--- src/core/move_barrier_consts.vh ---
// constants for the move-to and barrier execution block
`ifndef MOVE_BARRIER_CONSTS_VH
`define MOVE_BARRIER_CONSTS_VH
// primary opcodes
`define OPC_EXT31        6'h1F
// extended opcodes, instruction bits 21:30
`define XO_MSYNC         10'h256
`define XO_MBAR          10'h356
`define XO_MTCRF         10'h090
`define XO_MTDCR         10'h1C3
`define XO_MTMSR         10'h092
`define XO_MTSPR         10'h1D3
// machine state field: problem state bit (little-endian index of big-endian bit 17)
`define MSR_PR_BIT       14
// privileged special register number bit (instruction bit 11 -> number bit 4)
`define SPECIAL_REGISTER_NUMBER_PRIV_BIT    4
// reset values
`define MSR_RESET        32'h00000000
`define CR_RESET         32'h00000000
`endif

--- src/core/move_barrier_exec.v ---
// execution of barrier and move-to-register instructions
`timescale 1ns/10ps
`default_nettype none
`include "move_barrier_consts.vh"

// Overview of operation
// - a synchronize does not complete until all earlier instructions completed, and holds later issue until it completes.
// - a synchronize also waits for all earlier storage accesses to finish before completing.
// - with instruction bit 31 set the first condition field may be left undefined and nothing relies on it.
// - the masked condition move expands each field-mask bit to four bits and merges source and old bits.
// - field-mask bit n selects condition bits 4n to 4n+3 in big-endian numbering.
// - the device control number is split field bits 5:9 above 0:4 and the source is written there.
// - the device control move is privileged and runs only in supervisor state.
// - the machine state move copies the whole source register into the machine state register.
// - the machine state move is privileged and execution synchronizing.
// - the special register number is split field bits 5:9 then 0:4; unassigned numbers are invalid.
// - the special register move is privileged when instruction bit 11 is one.
module move_barrier_exec #(
    parameter [1023:0] SPR_VALID_MAP = {1024{1'b1}}  // assigned special register numbers
) (
    input  wire        i_clk,
    input  wire        i_rst,
    input  wire        i_instr_valid,       // instruction offered for execution
    input  wire [31:0] i_instr,             // instruction word, bit 31 = big-endian bit 0
    input  wire [31:0] i_source_gpr,        // value of the source register
    input  wire        i_older_busy,        // earlier instructions still in flight
    input  wire        i_storage_busy,      // earlier storage accesses outstanding
    output reg         o_instr_ready,       // instruction acknowledge, pulsed together with o_done at completion
    output reg         o_issue_hold,        // later instructions must not start
    output reg         o_done,              // one-cycle completion pulse
    output reg  [31:0] o_condition_register,
    output reg  [31:0] o_machine_state_register,
    output reg         o_dcr_write,         // one-cycle device control write strobe
    output reg  [9:0]  o_device_control_number,
    output reg  [31:0] o_dcr_data,
    output reg         o_spr_write,         // one-cycle special register write strobe
    output reg  [9:0]  o_special_register_number,
    output reg  [31:0] o_spr_data,
    output reg         o_priv_exception,    // privileged-instruction program exception
    output reg         o_invalid_form       // illegal special register number
);

    localparam ST_IDLE = 1'b0;
    localparam ST_SYNC = 1'b1;

    // field decode; bit 31 (record) is ignored so condition field 0 is simply left as is
    wire [5:0] opcode     = i_instr[31:26];
    wire [9:0] xo         = i_instr[10:1];
    wire [7:0] field_mask = i_instr[19:12];
    wire [9:0] split_field = i_instr[20:11];
    // swap halves: big-endian bits 5:9 of the split field become the high half
    wire [9:0] swapped_number = {split_field[4:0], split_field[9:5]};
    wire       is31      = (opcode == `OPC_EXT31);
    wire       is_sync   = is31 && ((xo == `XO_MSYNC) || (xo == `XO_MBAR));
    wire       is_mtcrf  = is31 && (xo == `XO_MTCRF);
    wire       is_mtdcr  = is31 && (xo == `XO_MTDCR);
    wire       is_mtmsr  = is31 && (xo == `XO_MTMSR);
    wire       is_mtspr  = is31 && (xo == `XO_MTSPR);
    wire       user_mode = o_machine_state_register[`MSR_PR_BIT];
    wire       spr_priv  = swapped_number[`SPECIAL_REGISTER_NUMBER_PRIV_BIT];
    wire       needs_priv = is_mtdcr || is_mtmsr || (is_mtspr && spr_priv);
    wire       priv_fault = needs_priv && user_mode;
    wire       needs_sync = is_sync || (is_mtmsr && !priv_fault);

    // mask expansion, one nibble per field-mask bit
    wire [31:0] cr_mask;
    genvar g;
    generate
        for (g = 0; g < 8; g = g + 1) begin : g_mask
            // big-endian field g sits at little-endian bits 31-4g down to 28-4g
            assign cr_mask[31-4*g -: 4] = {4{field_mask[7-g]}};
        end
    endgenerate

    // sequencer state and the pending synchronizing op
    reg        state_q;
    reg        state_d;
    reg        sync_msr_q;      // pending synchronizing op is a machine state move
    reg        sync_msr_d;
    reg [31:0] sync_data_q;     // source value held for a deferred machine state write
    reg [31:0] sync_data_d;

    // next values of the registered outputs
    reg        ready_d;
    reg        hold_d;
    reg        done_d;
    reg [31:0] cr_d;
    reg [31:0] msr_d;
    reg        dcr_write_d;
    reg [9:0]  dcr_number_d;
    reg [31:0] dcr_data_d;
    reg        spr_write_d;
    reg [9:0]  spr_number_d;
    reg [31:0] spr_data_d;
    reg        priv_exc_d;
    reg        invalid_d;

    // drain and acceptance conditions
    reg        sync_ready;
    reg        take;

    // drain condition for synchronizing ops
    always @* begin
        sync_ready = !i_older_busy && !i_storage_busy;
    end

    // the master may keep its request up through the edge that samples the acknowledge,
    // so that edge must not take the same instruction a second time
    always @* begin
        take = i_instr_valid && !o_instr_ready && (state_q == ST_IDLE);
    end

    // next-state and result logic
    always @* begin
        // pulses drop by default, held values keep their register contents
        state_d      = state_q;
        sync_msr_d   = sync_msr_q;
        sync_data_d  = sync_data_q;
        ready_d      = 1'b0;
        hold_d       = o_issue_hold;
        done_d       = 1'b0;
        cr_d         = o_condition_register;
        msr_d        = o_machine_state_register;
        dcr_write_d  = 1'b0;
        dcr_number_d = o_device_control_number;
        dcr_data_d   = o_dcr_data;
        spr_write_d  = 1'b0;
        spr_number_d = o_special_register_number;
        spr_data_d   = o_spr_data;
        priv_exc_d   = 1'b0;
        invalid_d    = 1'b0;
        case (state_q)
            ST_IDLE: begin
                if (take && needs_sync) begin
                    // hold later issue and wait for drain
                    state_d     = ST_SYNC;
                    sync_msr_d  = is_mtmsr;
                    sync_data_d = i_source_gpr;
                    hold_d      = 1'b1;
                end else if (take) begin
                    ready_d = 1'b1;
                    done_d  = 1'b1;
                    if (priv_fault) begin
                        priv_exc_d = 1'b1;
                    end else if (is_mtcrf) begin
                        cr_d = (i_source_gpr & cr_mask) | (o_condition_register & ~cr_mask);
                    end else if (is_mtdcr) begin
                        // number forwarded untouched to chip-level space
                        dcr_write_d  = 1'b1;
                        dcr_number_d = swapped_number;
                        dcr_data_d   = i_source_gpr;
                    end else if (is_mtspr) begin
                        if (SPR_VALID_MAP[swapped_number]) begin
                            spr_write_d  = 1'b1;
                            spr_number_d = swapped_number;
                            spr_data_d   = i_source_gpr;
                        end else begin
                            invalid_d = 1'b1;
                        end
                    end
                end
            end
            ST_SYNC: begin
                if (sync_ready) begin
                    state_d = ST_IDLE;
                    hold_d  = 1'b0;
                    ready_d = 1'b1;
                    done_d  = 1'b1;
                    if (sync_msr_q) begin
                        msr_d = sync_data_q;
                    end
                end
            end
            default: begin
                state_d = ST_IDLE;
                hold_d  = 1'b0;
            end
        endcase
    end

    // state and output registers; every output leaves straight from here
    always @(posedge i_clk) begin
        if (i_rst) begin
            // supervisor state, nothing pending
            state_q                   <= ST_IDLE;
            sync_msr_q                <= 1'b0;
            sync_data_q               <= 32'h00000000;
            o_instr_ready             <= 1'b0;
            o_issue_hold              <= 1'b0;
            o_done                    <= 1'b0;
            o_condition_register      <= `CR_RESET;
            o_machine_state_register  <= `MSR_RESET;
            o_dcr_write               <= 1'b0;
            o_device_control_number   <= 10'h000;
            o_dcr_data                <= 32'h00000000;
            o_spr_write               <= 1'b0;
            o_special_register_number <= 10'h000;
            o_spr_data                <= 32'h00000000;
            o_priv_exception          <= 1'b0;
            o_invalid_form            <= 1'b0;
        end else begin
            // load the next values
            state_q                   <= state_d;
            sync_msr_q                <= sync_msr_d;
            sync_data_q               <= sync_data_d;
            o_instr_ready             <= ready_d;
            o_issue_hold              <= hold_d;
            o_done                    <= done_d;
            o_condition_register      <= cr_d;
            o_machine_state_register  <= msr_d;
            o_dcr_write               <= dcr_write_d;
            o_device_control_number   <= dcr_number_d;
            o_dcr_data                <= dcr_data_d;
            o_spr_write               <= spr_write_d;
            o_special_register_number <= spr_number_d;
            o_spr_data                <= spr_data_d;
            o_priv_exception          <= priv_exc_d;
            o_invalid_form            <= invalid_d;
        end
    end

endmodule // move_barrier_exec
`default_nettype wire

--- config.mk ---
export PLATFORM = sky130hd
export DESIGN_NAME = move_barrier_exec
export DESIGN_NICKNAME = d
export VERILOG_FILES = /design/src/core/move_barrier_exec.v
export VERILOG_INCLUDE_DIRS = /design/src /design/src/core
export SDC_FILE = /design/constraint.sdc
export NUM_CORES = 1
export LEC_CHECK = 0
export ABC_AREA = 1
export BUFFER_PORTS_ARGS = -buffer_cell sky130_fd_sc_hd__buf_2
export CAP_MARGIN = 25
export CORE_MARGIN = 2
export CORE_UTILIZATION = 30
export CTS_BUF_LIST = sky130_fd_sc_hd__clkbuf_8 sky130_fd_sc_hd__clkbuf_16
export CTS_CLUSTER_DIAMETER = 200
export DETAILED_ROUTE_END_ITERATION = 12
export PLACE_DENSITY = 0.58
export SLEW_MARGIN = 20
export SYNTH_ARGS = -nofsm -noshare
export SYNTH_HDL_FRONTEND = slang
export SYNTH_SLANG_ARGS = --single-unit
--- constraint.sdc ---
create_clock -name i_clk -period 2 [get_ports i_clk]
set_input_delay 0.1 -clock i_clk [delete_from_list [all_inputs] [get_ports i_clk]]
set_output_delay 0.1 -clock i_clk [all_outputs]
set_load 0.05 [all_outputs]
Yosys cells after proc, flatten, opt, wreduce, memory -nomap -nowiden
Memories as Yosys holds them, arrays and structs flattened.
Cells that the tools add are included.
- divide/modulo/power cells: 0
- reduce and logical (&&, ||, !) cells: 29
- equal/unequal tests: 9
- $lt $le $gt $ge: 1
- muxes and demuxes: 15
- shift-type cells: 0
- bitwise logic cells: 11
- add/sub/neg operators: 0
- multipliers: 0
- operators with widths (operator ; number):
    32-bit AND ; 2
    32-bit NOT ; 1
    32-bit OR ; 1
    10-bit == test, second input constant ; 2
    10-bit by 8-bit == test with 1-bit output, second input constant ; 2
    10-bit by 9-bit == test with 1-bit output, second input constant ; 2
    1-bit logical AND ; 12
    1-bit 2-to-1 mux ; 12
    10-bit by 11-bit less-than comparator with 1-bit output, second input constant ; 1
    8-bit AND reduction ; 1
    8-bit OR reduction ; 1
    1-bit NOT ; 7
    6-bit by 5-bit == test with 1-bit output, second input constant ; 1
    1-bit one-hot mux with 2 select lines ; 3
    6-bit AND reduction ; 1
    6-bit OR reduction ; 1
    5-bit AND reduction ; 1
    1-bit zero test ; 4
    1-bit logical OR ; 4
    2-bit by 1-bit inequality test with 1-bit output, second input constant ; 2
    2-bit AND reduction ; 2
    4-bit OR reduction ; 1
    3-bit AND reduction ; 1
- word-level logic and storage cells: 81
- memories kept: 1
- bits in latches: 0
- bits in read-only memories: 1024
- output and inout bits: 155
- memory bits (writable): 0
- input port bits: 69
- bits in registers: 188
- memory list (memory ; words ; width ; rd ports ; clocked after memory_dff ; wr ports ; RTL line ; source):
    (no name shown) ; 1024 ; 1 ; 1 ; 0 ; 0 ; move_barrier_exec.v:153 ; if (SPR_VALID_MAP[swapped_number]) begin

Logic depth before layout (Yosys ltp)
- word-level depth: 11
- gate-level depth with buffers: 13
- mapped depth without buffers: 12

Worst setup path after synthesis
No wires, ideal clock.
- path type: reg2reg
- start point: register o_machine_state_register[14]
- end point: register o_spr_data[10]
- buffers on the path: 1
- arrival time: 1.656 ns
- slack: 0.280 ns
- period minus slack after synthesis: 1.720 ns
- cell stages (with the launch flop): 10
- setup time: 0.064 ns
- required time: 1.936 ns
- cells stage by stage: dfxtp_1 > inv_2 > nand3_1 > nand2_2 > nor2_1 > nand3_2 > buf_4 > nand2_1 > inv_1 > nor2_1
- longest elaborated chain between the ends: 7
- elaborated cells between the ends (all ways): 8
- those cells by class: bitwise (2); reduce/logical (6)
- ends and longest elaborated chain (what ; RTL line ; source):
    start: declaration ; move_barrier_exec.v:32 ; output reg [31:0] o_machine_state_register,
    start signal: assignment ; move_barrier_exec.v:192 ; o_machine_state_register <= `MSR_RESET;
    start signal: assignment ; move_barrier_exec.v:210 ; o_machine_state_register <= msr_d;
    1-bit logical AND (*) ; move_barrier_exec.v:62 ; wire priv_fault = needs_priv && user_mode;
    1-bit zero test ; move_barrier_exec.v:63 ; wire needs_sync = is_sync || (is_mtmsr && !priv_fault);
    1-bit logical AND ; move_barrier_exec.v:63 ;
    1-bit logical OR ; move_barrier_exec.v:63 ;
    1-bit logical AND ; move_barrier_exec.v:134 ; if (take && needs_sync) begin
    1-bit NOT (no line) ; n/a ;
    8-bit AND reduction (no line) (*) ; n/a ;
    end signal: assignment ; move_barrier_exec.v:216 ; o_spr_data <= spr_data_d;
    end: declaration ; move_barrier_exec.v:38 ; output reg [31:0] o_spr_data,
Mark *: on every way between the ends. The rest lies on a longest branch, timed or not.
A chain may end at the register's enable or synchronous reset.

==> out/qor.csv <==
stage,metric,value,unit
global_routing,use_met1,0.2543,
detailed_routing,dr.first_iter.drc_count,654,
floorplanning,die_y,164.1,um
placement,placedCellCount,1575,
detailed_routing,vias_per_cell,4.649,
pwr,vdd_drop_max,424.6,uV
worst_setup_path,cp_data_required_time,2.35,ns
detailed_routing,wl_per_cell,15.85,um
pwr,leakage,0.004817,uW
worst_setup_path,r2r_start,state_q,
floorplanning,die_area,0.02693,sq mm
global_routing,first_global_vias,7119,
yosys,ys_ff_latch,187,
worst_setup_path,path_cells,buf_4 > nor3_4 > nand3_1 > clkinv_1 > nand2_1 > a21oi_1,
worst_setup_path,worstSetupStartpointType,flop,
detailed_routing,ant_nets,0,
cells_and_area,final_cells,1641,
worst_setup_path,rrSetupSlack,0.27,ns
worst_hold_path,min_path_type,in2reg,
global_routing,met3_usage,0.05025,
clock_network,clk_pin_slew,0.07,ns
worst_setup_path,cp_max_fo,8,
clock_network,clk_path_buf_depth,2,
floorplanning,core-area,0.02518,sq mm
flow_run,drv_cap,0,
placement,place_hpwl,18150,um
cells_and_area,nNetsFinal,1367,
yosys,syn-num-nets,1146,
placement,io_buffers,216,
worst_setup_path,r2r_cells,6,
global_routing,gr-max-usage-layer,met2,
sta,period_share,0.8666,
placement,place_congestion,0.8678,
global_routing,grtUsageMet2,0.3108,
detailed_routing,vias,7629,
worst_setup_path,path_buf_inv,2,
floorplanning,num_io_pins,224,
cells_and_area,syn_to_final_growth,31.15,%
global_routing,antenna_found_initial,0,
sta,tns,0,ns
clock_network,tritoncts,yes,
global_routing,track_usage,0.1918,
pwr,p_per_area,765.5,mW/mm^2
worst_setup_path,crit_path_max_incr_delay,0.48,ns
sta,setup_viol,0,
sta,max_freq,577.0,MHz
pwr,power.total,7719,uW
cells_and_area,drive_gt1_frac,0.2204,
yosys,ys_seq_area_frac,0.4869,
worst_setup_path,crit_family,simple AND/OR/NAND/NOR gates,
worst_setup_path,worstSetupPathType,reg2reg,
yosys,syn_inst,1077,
global_routing,grt_pass1_wl,39910,um
detailed_routing,wl,26000,um
cells_and_area,layout_common_cells,"buf_2, nand2_1, dfxtp_1, nor2_1, inv_1",
clock_network,numCtsBuffers,17,
worst_setup_path,cp-end-kind,flop,
global_routing,grt_overflow,0,
clock_network,post_cts_buffers,0,
detailed_routing,drc,0,
sta,max_slew_margin,0.4140,
sta,finClkSkew,0.01042,ns
yosys,avgSynthCellArea,7.139,sq um
worst_setup_path,crit_start,state_q,
cells_and_area,mostFrequentLayoutCell,buf_2,
worst_setup_path,critPathSlowestCell,nor3_4,
clock_network,cts_root_buffer,clkbuf_16,
clock_network,insertion_delay,0.43,ns
run_status,status,"finished, final reports clean",
global_routing,grt_max_degree,79,
yosys,synth_cell_types,24,
sta,maxSlewViolCount,0,
clock_network,cts.sink_count,187,
detailed_routing,dr.pass1.iters,6,
sta,worstMarginPinSlew,0.8790,ns
sta,rsz0062_at_grt,no,
floorplanning,core.rowCount,58,
worst_setup_path,cp.arrival,2.08,ns
sta,fin_crit,1.733,ns
cells_and_area,diodes,0,
yosys,ys.warnings.count,0,
floorplanning,initial_utilization,0.3053,
worst_setup_path,path_depth,6,
sta,finalHoldViolCount,0,
floorplanning,die_w,164.1,um
clock_network,h-tree-depth,4,
cells_and_area,fill_cells,2671,
yosys,syn-cell-area,0.007689,sq mm
[cell usage after synthesis]
library cell,instances,area share
inv_2,2,0.00098
clkinv_1,7,0.0034
conb_1,1,0.00049
nand4_1,85,0.069
nand2_2,1,0.00081
nor3_1,4,0.0026
inv_1,146,0.071
nand2_4,2,0.0029
nand3_1,22,0.014
buf_4,6,0.0059
o21ai_0,66,0.043
nor3_4,2,0.0042
buf_1,1,0.00049
a21oi_1,111,0.072
nor2_4,1,0.0015
nor3b_1,1,0.00098
buf_6,3,0.0044
dfxtp_1,187,0.49
nand3_2,1,0.0013
nor2_2,3,0.0024
buf_2,20,0.013
nand2_1,212,0.10
nor2_1,151,0.074
clkbuf_1,42,0.021
[worst min-delay path by stage]
stage	startpoint	endpoint	slack, ns	cells past startpoint
after floorplan	i_source_gpr[20]	flop	0.24	2
after global placement	i_source_gpr[31]	flop	0.40	3
after detailed placement	i_source_gpr[31]	flop	0.41	3
after CTS	i_source_gpr[30]	flop	0.005	3
after global routing	i_instr[16]	o_device_control_number[0]	0.02	3
final	i_instr[14]	o_device_control_number[8]	0.02	3
[worst min-delay path, stage by stage]
cell and delay, ns:
buf_2 0.14, nand4_1 0.09, a21oi_1 0.06
[kinds of logic after synthesis]
kind of cell           synth area share
AOI/OAI and AO/OA                0.1152
buffers and inverters            0.1199
and+or+nand+nor                  0.2775
DFF                              0.4869
other                         0.0004877
[report_power, final]
part,internal [uW],leakage (uW),switching (uW),total (uW)
Sequential,3720,0.00151,1.43,3720
Combinational,143,0.00301,277,420
Clock,2010,0.000303,1560,3580
[through the flow]
step | hold slack, ns | worst slack (ns) | util | cell area, sq um
final | 0.01588 | 0.2669 | 0.4004 | 10080
after global routing | 0.01807 | 0.1009 | 0.4004 | 10080
after CTS | 0.004585 | 0.1560 | 0.4002 | 10080
after global placement | 0.4040 | 0.1003 | 0.3625 | 9129
after detailed placement | 0.4079 | 0.08890 | 0.3625 | 9129
after floorplan | 0.2436 | 0.2800 | - | 7689
[timing repair]
action / CTS / global route
hold buffers: 34 / 0
endpoints found under the setup margin: 0 / 4
resized for setup: 0 / 3
hold endpoints to repair: 45 / 0
[area by class of cell]
type | count | area, sq um | share of cell area
inverter | 155 | 585.6 | 0.05807
tap | 330 | 412.9 | 0.04095
clock inverter | 14 | 168.9 | 0.01675
sequential | 187 | 3744 | 0.3713
clock buffer | 18 | 439.2 | 0.04355
timing repair buffer | 274 | 1693 | 0.1679
multi-input combinational | 663 | 3040 | 0.3015
[layer usage]
metal / vias to the layer above / routed length, um
met5: - / 0
met3: 22 / 2034
li1: 3859 / -
met4: 0 / 279
met2: 262 / 11990
met1: 3486 / 11700
No activity file was read; power rests on OpenSTA's default activity.
